## config.mk

```make
export PLATFORM = sky130hd
export DESIGN_NAME = css_camera_shutter_sequencer
export DESIGN_NICKNAME = d
export VERILOG_FILES = /design/src/css_pkg.sv /design/src/camera_shutter_sequencer.sv
export SDC_FILE = /design/constraint.sdc
export NUM_CORES = 1
export LEC_CHECK = 0
export BUFFER_PORTS_ARGS = -buffer_cell sky130_fd_sc_hd__buf_2
export CAP_MARGIN = 10
export CELL_PAD_IN_SITES_DETAIL_PLACEMENT = 1
export CELL_PAD_IN_SITES_GLOBAL_PLACEMENT = 1
export CORE_MARGIN = 2
export CORE_UTILIZATION = 23
export DETAILED_ROUTE_END_ITERATION = 12
export PLACE_DENSITY = 0.56
export SLEW_MARGIN = 25
export SYNTH_ARGS = -nofsm -noshare
export SYNTH_HDL_FRONTEND = slang
export SYNTH_SLANG_ARGS = --single-unit
```

## constraint.sdc

```tcl
create_clock -name clk -period 6.6 [get_ports clk]
set_input_delay 0.99 -clock clk [delete_from_list [all_inputs] [get_ports clk]]
set_output_delay 0.99 -clock clk [all_outputs]
set_load 0.1 [all_outputs]
```

## src/css_pkg.sv

```systemverilog
package css_pkg;
	localparam int CLK_HZ          = 100_000_000;
	localparam int TICK_NS         = 100_000_000;
	localparam int CLK_NS          = 10;
	localparam int TICK_CYCLES     = TICK_NS / CLK_NS;
	localparam int SLOTS           = 4;
	localparam logic [9:0]  SHOTS_MAX   = 10'h3e7;
	localparam logic [15:0] WAIT_MIN    = 16'h0005;
	localparam logic [15:0] TIME_MAX    = 16'hea5f;
	localparam logic [15:0] EXP_MIN     = 16'h0001;
	localparam logic [15:0] FIRST_WAIT  = 16'h000a;
	localparam logic [15:0] FOCUS_LEAD  = 16'h0003;
	localparam logic [15:0] PAUSE_AT    = 16'h0001;
	localparam logic [15:0] LOCK_MAX    = 16'h00c8;
	localparam logic [15:0] LOCK_PULSE  = 16'h0002;
	localparam logic [15:0] LOCK_MIN    = 16'h0005;
	localparam logic [9:0]  DONE_RST    = 10'h000;
	localparam logic [1:0]  SLOT_RST    = 2'h0;

	typedef enum logic [1:0] {
		CSS_MODE_UNUSED = 2'b00,
		CSS_MODE_SINGLE = 2'b01,
		CSS_MODE_ALL    = 2'b10
	} css_mode_t;

	typedef enum logic [2:0] {
		CSS_IDLE   = 3'b000,
		CSS_WAIT   = 3'b001,
		CSS_DITHER = 3'b010,
		CSS_PAUSED = 3'b011,
		CSS_LOCK   = 3'b100,
		CSS_EXPO   = 3'b101,
		CSS_NEXT   = 3'b110,
		CSS_EXTT   = 3'b111
	} css_state_t;

	localparam logic [1:0] PH_WAIT = 2'h0;
	localparam logic [1:0] PH_LOCK = 2'h1;
	localparam logic [1:0] PH_EXPO = 2'h2;
	localparam logic [1:0] PH_NONE = 2'h3;
	localparam logic [1:0] LN_NONE  = 2'h0;
	localparam logic [1:0] LN_FOCUS = 2'h1;
	localparam logic [1:0] LN_BOTH  = 2'h2;
endpackage

```

## src/camera_shutter_sequencer.sv

```systemverilog
`timescale 1ns/1ps
// Function
// - take exactly shot count exposures, 1..999
// - wait at least programmed wait, dithering stretches
// - first wait after start is one second
// - focus line on in last 0.3 s
// - lockup 0 to 20 s, zero disables
// - lockup pulses shutter 0.2 s, then idle
// - enabled lockup lasts at least 0.5 s
// - exposure line held for exposure time
// - stop aborts any phase, lines released
// - pause latched, holds at last 0.1 s
// - continue clears pause, lockup or exposure starts immediately
// - parameter writes only while paused or idle
// - report phase and line state
// - remaining seconds reported, rounded upward
// - four slots with own settings and mode
// - single slot start runs only that slot
// - modes all, single, unused govern advance
// - advance increments slot, wraps four to one
// - multi run clears counters, ends when done
// - active slot locked, modes changeable while running
// - external timer mode uses active slot only
// - dither request each inter-exposure wait, before pause
// - hold wait until position settled
// - external timer shutter on only while dithering
module css_camera_shutter_sequencer
	import css_pkg::*;
#(
	parameter int TICK_DIV = TICK_CYCLES
) (
	input  wire logic        clk,
	input  wire logic        rst_n,
	input  wire logic        start_single,
	input  wire logic        start_multi,
	input  wire logic        stop_cmd,
	input  wire logic        pause_cmd,
	input  wire logic        continue_cmd,
	input  wire logic        ext_timer_mode,
	input  wire logic        dither_enable,
	input  wire logic        position_settled,
	input  wire logic [1:0]  sel_slot,
	input  wire logic        sel_slot_we,
	input  wire logic [1:0]  wr_slot,
	input  wire logic        wr_params,
	input  wire logic [9:0]  wr_shots,
	input  wire logic [15:0] wr_wait,
	input  wire logic [15:0] wr_lock,
	input  wire logic [15:0] wr_expo,
	input  wire logic        wr_mode_we,
	input  wire logic [1:0]  wr_mode,
	output logic             focus_out,
	output logic             focus_oe_n,
	output logic             expo_out,
	output logic             expo_oe_n,
	output logic             dither_request,
	output logic             running,
	output logic             paused,
	output logic             pause_pending,
	output logic             wr_refused,
	output logic [1:0]       phase,
	output logic [1:0]       line_state,
	output logic [11:0]      remain_sec,
	output logic [1:0]       active_slot,
	output logic [9:0]       shot_index
);
	initial begin
		if (TICK_DIV < 1) $error("tick divider too small");
		if (FOCUS_LEAD >= WAIT_MIN) $error("focus lead longer than shortest wait");
		if (LOCK_PULSE >= LOCK_MIN) $error("lockup pulse leaves no idle part");
	end

	logic [9:0]  shots_reg [SLOTS];
	logic [15:0] wait_reg  [SLOTS];
	logic [15:0] lock_reg  [SLOTS];
	logic [15:0] expo_reg  [SLOTS];
	css_mode_t   mode_reg  [SLOTS];
	logic [9:0]  done_reg  [SLOTS];

	css_state_t  state_reg;
	css_state_t  state_next;
	logic [31:0] div_reg;
	logic [15:0] cnt_reg;
	logic [15:0] cnt_next;
	logic [1:0]  slot_reg;
	logic [1:0]  slot_next;
	logic [2:0]  visit_reg;
	logic [2:0]  visit_next;
	logic        multi_reg;
	logic        first_reg;
	logic        pend_reg;
	logic        dreq_reg;
	logic        focus_reg;
	logic        expo_reg_o;
	logic        dith_go;

	// out of range settings are clamped rather than refused
	function automatic logic [15:0] clamp(input logic [15:0] v, input logic [15:0] lo,
		input logic [15:0] hi);
		clamp = (v < lo) ? lo : ((v > hi) ? hi : v);
	endfunction

	function automatic logic [11:0] ceil_sec(input logic [15:0] t);
		logic [15:0] s;
		s = (t + 16'h0009) / 16'h000a;
		ceil_sec = s[11:0];
	endfunction

	function automatic logic [1:0] phase_of(input css_state_t st);
		case (st)
			CSS_WAIT, CSS_DITHER, CSS_PAUSED: phase_of = PH_WAIT;
			CSS_LOCK: phase_of = PH_LOCK;
			CSS_EXPO, CSS_EXTT: phase_of = PH_EXPO;
			default: phase_of = PH_NONE;
		endcase
	endfunction

	wire tick = (div_reg == 32'(TICK_DIV - 1));
	wire is_run = (state_reg != CSS_IDLE);
	wire wr_ok = !is_run || (state_reg == CSS_PAUSED);
	wire [1:0] slot_inc = slot_reg + 2'h1;
	wire [9:0] cur_shots = (shots_reg[slot_reg] == 10'h000) ? 10'h001 :
		((shots_reg[slot_reg] > SHOTS_MAX) ? SHOTS_MAX : shots_reg[slot_reg]);
	wire slot_done = (done_reg[slot_reg] >= cur_shots);
	wire slot_usable = !slot_done && (mode_reg[slot_reg] != CSS_MODE_UNUSED);
	wire [15:0] wait_ld = first_reg ? FIRST_WAIT :
		clamp(wait_reg[slot_reg], WAIT_MIN, TIME_MAX);
	wire [15:0] lock_ld = clamp(lock_reg[slot_reg], LOCK_MIN, LOCK_MAX);
	// raw value tested, so only an exact zero disables lockup
	wire lock_on = (lock_reg[slot_reg] != 16'h0000);
	wire [15:0] expo_ld = clamp(expo_reg[slot_reg], EXP_MIN, TIME_MAX);
	wire cnt_end = tick && (cnt_reg <= 16'h0001);
	wire        start_any   = start_single || start_multi;
	wire        idle_start  = (state_reg == CSS_IDLE) && start_any;
	wire        at_pause    = tick && (cnt_reg == PAUSE_AT);
	wire        dith_due    = at_pause && dither_enable && !first_reg && !dreq_reg;
	wire [15:0] after_wait  = lock_on ? lock_ld : expo_ld;
	// divider parked so the phase after a hold gets a whole first tick
	wire        hold_div    = (state_reg == CSS_PAUSED) || (state_reg == CSS_DITHER);
	wire        ext_settled = (state_reg == CSS_DITHER) && position_settled && ext_timer_mode;

	always_comb begin
		state_next = state_reg;
		cnt_next = cnt_reg;
		slot_next = slot_reg;
		visit_next = visit_reg;
		dith_go = 1'b0;
		case (state_reg)
			CSS_IDLE: begin
				if (ext_timer_mode && start_any) begin
					state_next = CSS_EXTT;
					cnt_next = expo_ld;
				end else if (start_multi) begin
					// start slot is judged like any other, an unused one is skipped
					state_next = CSS_NEXT;
					visit_next = 3'h1;
				end else if (start_single) begin
					state_next = CSS_WAIT;
					cnt_next = FIRST_WAIT;
				end
			end
			CSS_WAIT: begin
				if (dith_due) begin
					state_next = CSS_DITHER;
					dith_go = 1'b1;
				end else if (at_pause && pend_reg) begin
					state_next = CSS_PAUSED;
				end else if (cnt_end) begin
					state_next = lock_on ? CSS_LOCK : CSS_EXPO;
					cnt_next = after_wait;
				end else if (tick) begin
					cnt_next = cnt_reg - 16'h0001;
				end
			end
			CSS_DITHER: begin
				if (position_settled) begin
					state_next = pend_reg ? CSS_PAUSED : CSS_WAIT;
					cnt_next = PAUSE_AT;
				end
			end
			CSS_PAUSED: begin
				if (continue_cmd) begin
					state_next = lock_on ? CSS_LOCK : CSS_EXPO;
					cnt_next = after_wait;
				end
			end
			CSS_LOCK: begin
				if (cnt_end) begin
					state_next = CSS_EXPO;
					cnt_next = expo_ld;
				end else if (tick) begin
					cnt_next = cnt_reg - 16'h0001;
				end
			end
			CSS_EXPO: begin
				if (cnt_end) begin
					state_next = CSS_NEXT;
					visit_next = 3'h0;
				end else if (tick) begin
					cnt_next = cnt_reg - 16'h0001;
				end
			end
			CSS_NEXT: begin
				// one slot examined per cycle keeps the decode small
				if (!multi_reg) begin
					state_next = slot_done ? CSS_IDLE : CSS_WAIT;
					cnt_next = wait_ld;
				end else if (slot_usable && visit_reg != 3'h0) begin
					state_next = CSS_WAIT;
					cnt_next = wait_ld;
				end else if (slot_usable && mode_reg[slot_reg] == CSS_MODE_ALL) begin
					state_next = CSS_WAIT;
					cnt_next = wait_ld;
				end else if (visit_reg == 3'h4) begin
					state_next = CSS_IDLE;
				end else begin
					slot_next = slot_inc;
					visit_next = visit_reg + 3'h1;
				end
			end
			CSS_EXTT: begin
				if (cnt_end) begin
					state_next = CSS_DITHER;
					dith_go = 1'b1;
				end else if (tick) begin
					cnt_next = cnt_reg - 16'h0001;
				end
			end
			default: state_next = CSS_IDLE;
		endcase
		// external timer loops back to its count after every settle
		if (ext_settled) begin
			state_next = CSS_EXTT;
			cnt_next = expo_ld;
		end
		if (!multi_reg && state_reg == CSS_NEXT) slot_next = slot_reg;
		if (stop_cmd) state_next = CSS_IDLE;
	end

	always_ff @(posedge clk or negedge rst_n) begin
		if (!rst_n) begin
			div_reg <= 32'h0;
		end else if (tick || !is_run || hold_div) begin
			div_reg <= 32'h0;
		end else begin
			div_reg <= div_reg + 32'h1;
		end
	end

	always_ff @(posedge clk or negedge rst_n) begin
		if (!rst_n) begin
			state_reg <= CSS_IDLE;
			cnt_reg <= 16'h0;
			slot_reg <= SLOT_RST;
			visit_reg <= 3'h0;
			multi_reg <= 1'b0;
			first_reg <= 1'b0;
			pend_reg <= 1'b0;
			dreq_reg <= 1'b0;
		end else begin
			state_reg <= state_next;
			cnt_reg <= cnt_next;
			slot_reg <= slot_next;
			visit_reg <= visit_next;
			if (state_reg == CSS_IDLE && sel_slot_we) slot_reg <= sel_slot;
			if (state_reg == CSS_IDLE && start_multi && !ext_timer_mode) multi_reg <= 1'b1;
			else if (state_reg == CSS_IDLE && start_single) multi_reg <= 1'b0;
			if (state_reg == CSS_IDLE) first_reg <= 1'b1;
			else if (state_reg == CSS_EXPO) first_reg <= 1'b0;
			if (state_next == CSS_IDLE || continue_cmd) pend_reg <= 1'b0;
			else if (pause_cmd && is_run) pend_reg <= 1'b1;
			// one move per wait; the exposure rearms it
			if (state_reg == CSS_EXPO) dreq_reg <= 1'b0;
			else if (dith_go) dreq_reg <= 1'b1;
		end
	end

	for (genvar i = 0; i < SLOTS; i++) begin : g_slot
		always_ff @(posedge clk or negedge rst_n) begin
			if (!rst_n) begin
				shots_reg[i] <= 10'h001;
				wait_reg[i] <= WAIT_MIN;
				lock_reg[i] <= 16'h0000;
				expo_reg[i] <= EXP_MIN;
				mode_reg[i] <= CSS_MODE_UNUSED;
				done_reg[i] <= DONE_RST;
			end else begin
				if (wr_params && wr_ok && wr_slot == 2'(i)) begin
					shots_reg[i] <= wr_shots;
					wait_reg[i] <= wr_wait;
					lock_reg[i] <= wr_lock;
					expo_reg[i] <= wr_expo;
				end
				if (wr_mode_we && wr_slot == 2'(i)) mode_reg[i] <= css_mode_t'(wr_mode);
				if (idle_start) begin
					done_reg[i] <= DONE_RST;
				end else if (state_reg == CSS_EXPO && cnt_end && slot_reg == 2'(i)) begin
					done_reg[i] <= done_reg[i] + 10'h001;
				end
			end
		end
	end

	wire lock_pulse = (state_reg == CSS_LOCK) &&
		((lock_ld - cnt_reg) < LOCK_PULSE);
	wire focus_win = ((state_reg == CSS_WAIT) || (state_reg == CSS_DITHER) ||
		(state_reg == CSS_PAUSED)) && (cnt_reg <= FOCUS_LEAD);
	wire shutter_on = lock_pulse || (state_reg == CSS_EXPO) ||
		(ext_timer_mode && state_reg == CSS_DITHER);
	// stop gates the next value so both lines drop on the stop edge
	wire focus_d = !stop_cmd && (focus_win || shutter_on);
	wire expo_d = !stop_cmd && shutter_on;
	wire [11:0] remain_d = (state_reg == CSS_PAUSED || state_reg == CSS_DITHER) ? 12'h001 :
		ceil_sec(cnt_reg);

	always_ff @(posedge clk or negedge rst_n) begin
		if (!rst_n) begin
			focus_reg <= 1'b0;
			expo_reg_o <= 1'b0;
			phase <= PH_NONE;
			remain_sec <= 12'h0;
			wr_refused <= 1'b0;
		end else begin
			focus_reg <= focus_d;
			expo_reg_o <= expo_d;
			wr_refused <= wr_params && !wr_ok;
			phase <= phase_of(state_reg);
			remain_sec <= remain_d;
		end
	end

	assign focus_out      = focus_reg;
	assign focus_oe_n     = !focus_reg;
	assign expo_out       = expo_reg_o;
	assign expo_oe_n      = !expo_reg_o;
	assign dither_request = (state_reg == CSS_DITHER);
	assign running        = is_run;
	assign paused         = (state_reg == CSS_PAUSED);
	assign pause_pending  = pend_reg;
	assign line_state     = expo_reg_o ? LN_BOTH : (focus_reg ? LN_FOCUS : LN_NONE);
	assign active_slot    = slot_reg;
	assign shot_index     = done_reg[slot_reg];
endmodule // css_camera_shutter_sequencer

```

==> results.yml <==
clocking:
  clk_path_buf_depth: 3
  cts.sinks: 357
  cts_buffers: 44
  insertion_delay_ps: 590
  clockRootBuffer: "clkbuf_16"
  cts_htree_levels: 2
  clk_pin_slew_ps: 60
  cts_tree: "yes"
  postCtsHoldBufs: 0
yosys:
  synthCells: 1840
  synth_area_per_cell_um2: 11.0
  synth_cell_type_count: 101
  seq_area_frac_synth: 0.442
  synthDominantCellAreaShare: 0.419
  yosysTopAreaCell: "dfrtp_1"
  yosys-top-cells-area: "dfrtp_1 (42%), mux2_2 (14%), mux4_2 (6.9%)"
  ys.warnings.count: 0
  synth_edf_count: 0
  netlist_area_um2: 20300
  yosys_most_used_dff: "dfrtp_1"
  synth-seq-cells: 357
  async_flop_share: 1.00
run:
  maxCapViolations: 0
sta:
  slew_headroom: 0.328
  period_share: 0.953
  fmax_ghz: 0.159
  slew_viol_final: 0
  setup_viol: 0
  period_needed_ps: 6290
  hold_viol_final: 0
  tightest_slew_ps: 1010
  grt_setup_unrepaired: "no"
  finalSetupTns_ps: 0
  fin_ws_ps: 309
  skew_ps: 33.0
drt:
  drc: 0
  vias: 15500
  dr.pass1.iters: 7
  post_drt_wl_per_cell_um: 20.4
  drt-vias-per-instance: 4.94
  wl_um: 64100
  top_layer: "met5"
  drt-initial-drc-count: 698
  ant_nets: 0
  met3_length_um: 3480
  m1WireLength_um: 29400
  met2WireLength_um: 29600
placement:
  portBuffers: 113
  dpl.cell_count: 3061
  dpl_worst_slack_ps: 127
  gp_congestion: 0.824
  dp.final_hpwl_um: 46500
power_and_ir_drop:
  pwr-share-comb: 0.544
  switching_share: 0.440
  clkPwrFrac: 0.185
  irDropWorstVdd_mv: 0.293
  static-leakage-power_nw: 9.58
  power_density_nw_per_um2: 565
  switchingPower_mw: 5.94
  internal_power_mw: 7.55
  pwr-share-seq: 0.271
layout:
  final_core_util: 0.274
  mostFrequentLayoutCell: "dfrtp_1"
  layout-drive-gt1-share: 0.308
  final_cell_mix: "dfrtp_1 (336), mux2_2 (243), nor2_1 (152), nand2_1 (125), buf_2 (112)"
  nets: 2071
  layout.cells.non_filler: 3145
  area_growth_syn_to_layout_pct: 17.7
die:
  design.core.area_um2: 87000
  dieWidth_um: 301
  initial_core_util: 0.233
  core.rowCount: 108
  dieArea_um2: 90500
  io-pin-count: 114
  die_h_um: 301
global_routing:
  grt_pass1_vias: 16700
  overflow: 0
  grt_first_pass_wirelength_um: 100000
  grt_usage: 0.141
  grt_antenna_before_repair: 27
  grt_max_degree: 177
worst_setup_path:
  reg2reg_slack_ps: 310
  rr_endpoint: "remain_sec[0]"
  setup.worst_path.start_class: "flip-flop"
  r2r_cells: 18
  cp_max_fo: 12
  crit_arrival_ps: 6790
  critPathKind: "flip-flop to flip-flop"
  cp-end-kind: "flip-flop"
  cp.required_ps: 7100
  reg2reg_from: "cnt_reg[2]"
run_status:
  status: "completed"
worst_hold_path:
  hold_path.class: "input port to asynchronous set/reset pin"
layer usage:
metal,GRT usage,up-vias
li1,-,7039
met5,0,-
met1,0.188,8012
met3,0.0327,125
met4,0.0355,34
met2,0.230,324
power groups by stage:
stage | Clock [mW] | Combinational, mW | Sequential, mW
final | 2.50 | 7.33 | 3.65
after global routing | 2.67 | 7.97 | 3.79
after CTS | 2.59 | 7.33 | 3.66
after detailed placement | 0 | 7.30 | 3.69
after global placement | 0 | 7.13 | 3.59
after floorplan | 0 | 5.12 | 3.83
cell type report:
cell class,instances,area (um^2)
Fill cell,9827,63200
Multi-Input combinational cell,1349,10800
Sequential cell,357,8960
Tap cell,1155,1450
Clock buffer,61,1240
Timing Repair Buffer,156,943
Clock inverter,20,259
Inverter,45,169
Antenna cell,2,5.00
Yosys cell counts (14+ instances only):
cell type	n
dfrtp_1	339
mux2_2	243
nor2_1	154
nand2_1	125
a21oi_1	80
o21ai_0	79
mux4_2	62
clkbuf_1	54
xnor2_1	52
inv_1	43
ha_1	40
xor2_1	40
nor3_1	39
nand3_1	37
nand4_1	33
nor4_1	30
or3_1	25
a31oi_1	21
and3_1	20
buf_1	19
dfstp_2	18
a211oi_1	14
nand2b_1	14
critical path: stages, from the launching register on:
cell       delay, ps
dfrtp_1          540
a31o_2           320
or4_1            480
a2111oi_1        500
o211ai_1         150
a21oi_1          250
a31oi_2          190
nand4_1          260
nand4_2          300
or3_4            520
a21oi_2          300
nor2_1           140
o311ai_1         370
a2bb2oi_2        350
a2111oi_0        140
or4_1            570
or3_1            390
a311o_1          340
o2111ai_2         80
timing repair:
action,CTS,global route
resized for setup,0,10
setup buffers,0,0
setup endpoints to repair,0,2
how the worst max path moves through the flow:
stage,from,to,slack (ps),cells after the start
after global routing,cnt_reg[6],remain_sec[0],10,19
after global placement,cnt_reg[2],remain_sec[0],250,18
after CTS,cnt_reg[1],remain_sec[0],130,19
final,cnt_reg[2],remain_sec[0],310,18
after floorplan,active_slot[1],pause_pending,50,25
after detailed placement,cnt_reg[1],remain_sec[0],130,19
per-stage QoR:
stage	power (mW)	cell area (um^2)	hold slack, ps
2_1_floorplan	8.95	20300	455
3_3_place_gp	10.7	22300	482
3_5_place_dp	11.0	22300	485
4_1_cts	13.6	23800	474
5_1_grt	14.4	23900	511
6_report	13.5	23900	474
logic make-up after synthesis:
family,Yosys count,share of synthesized area
buffers and inverters,140,0.0289
adders and majority gates,45,0.0277
muxes,311,0.207
DFF,357,0.442
xor gates and xnor gates,94,0.0425
other,1,0.000185
AOI/OAI and AO/OA,331,0.110
and+or+nand+nor,561,0.142
Note: power is estimated with default switching activity, not from simulation.
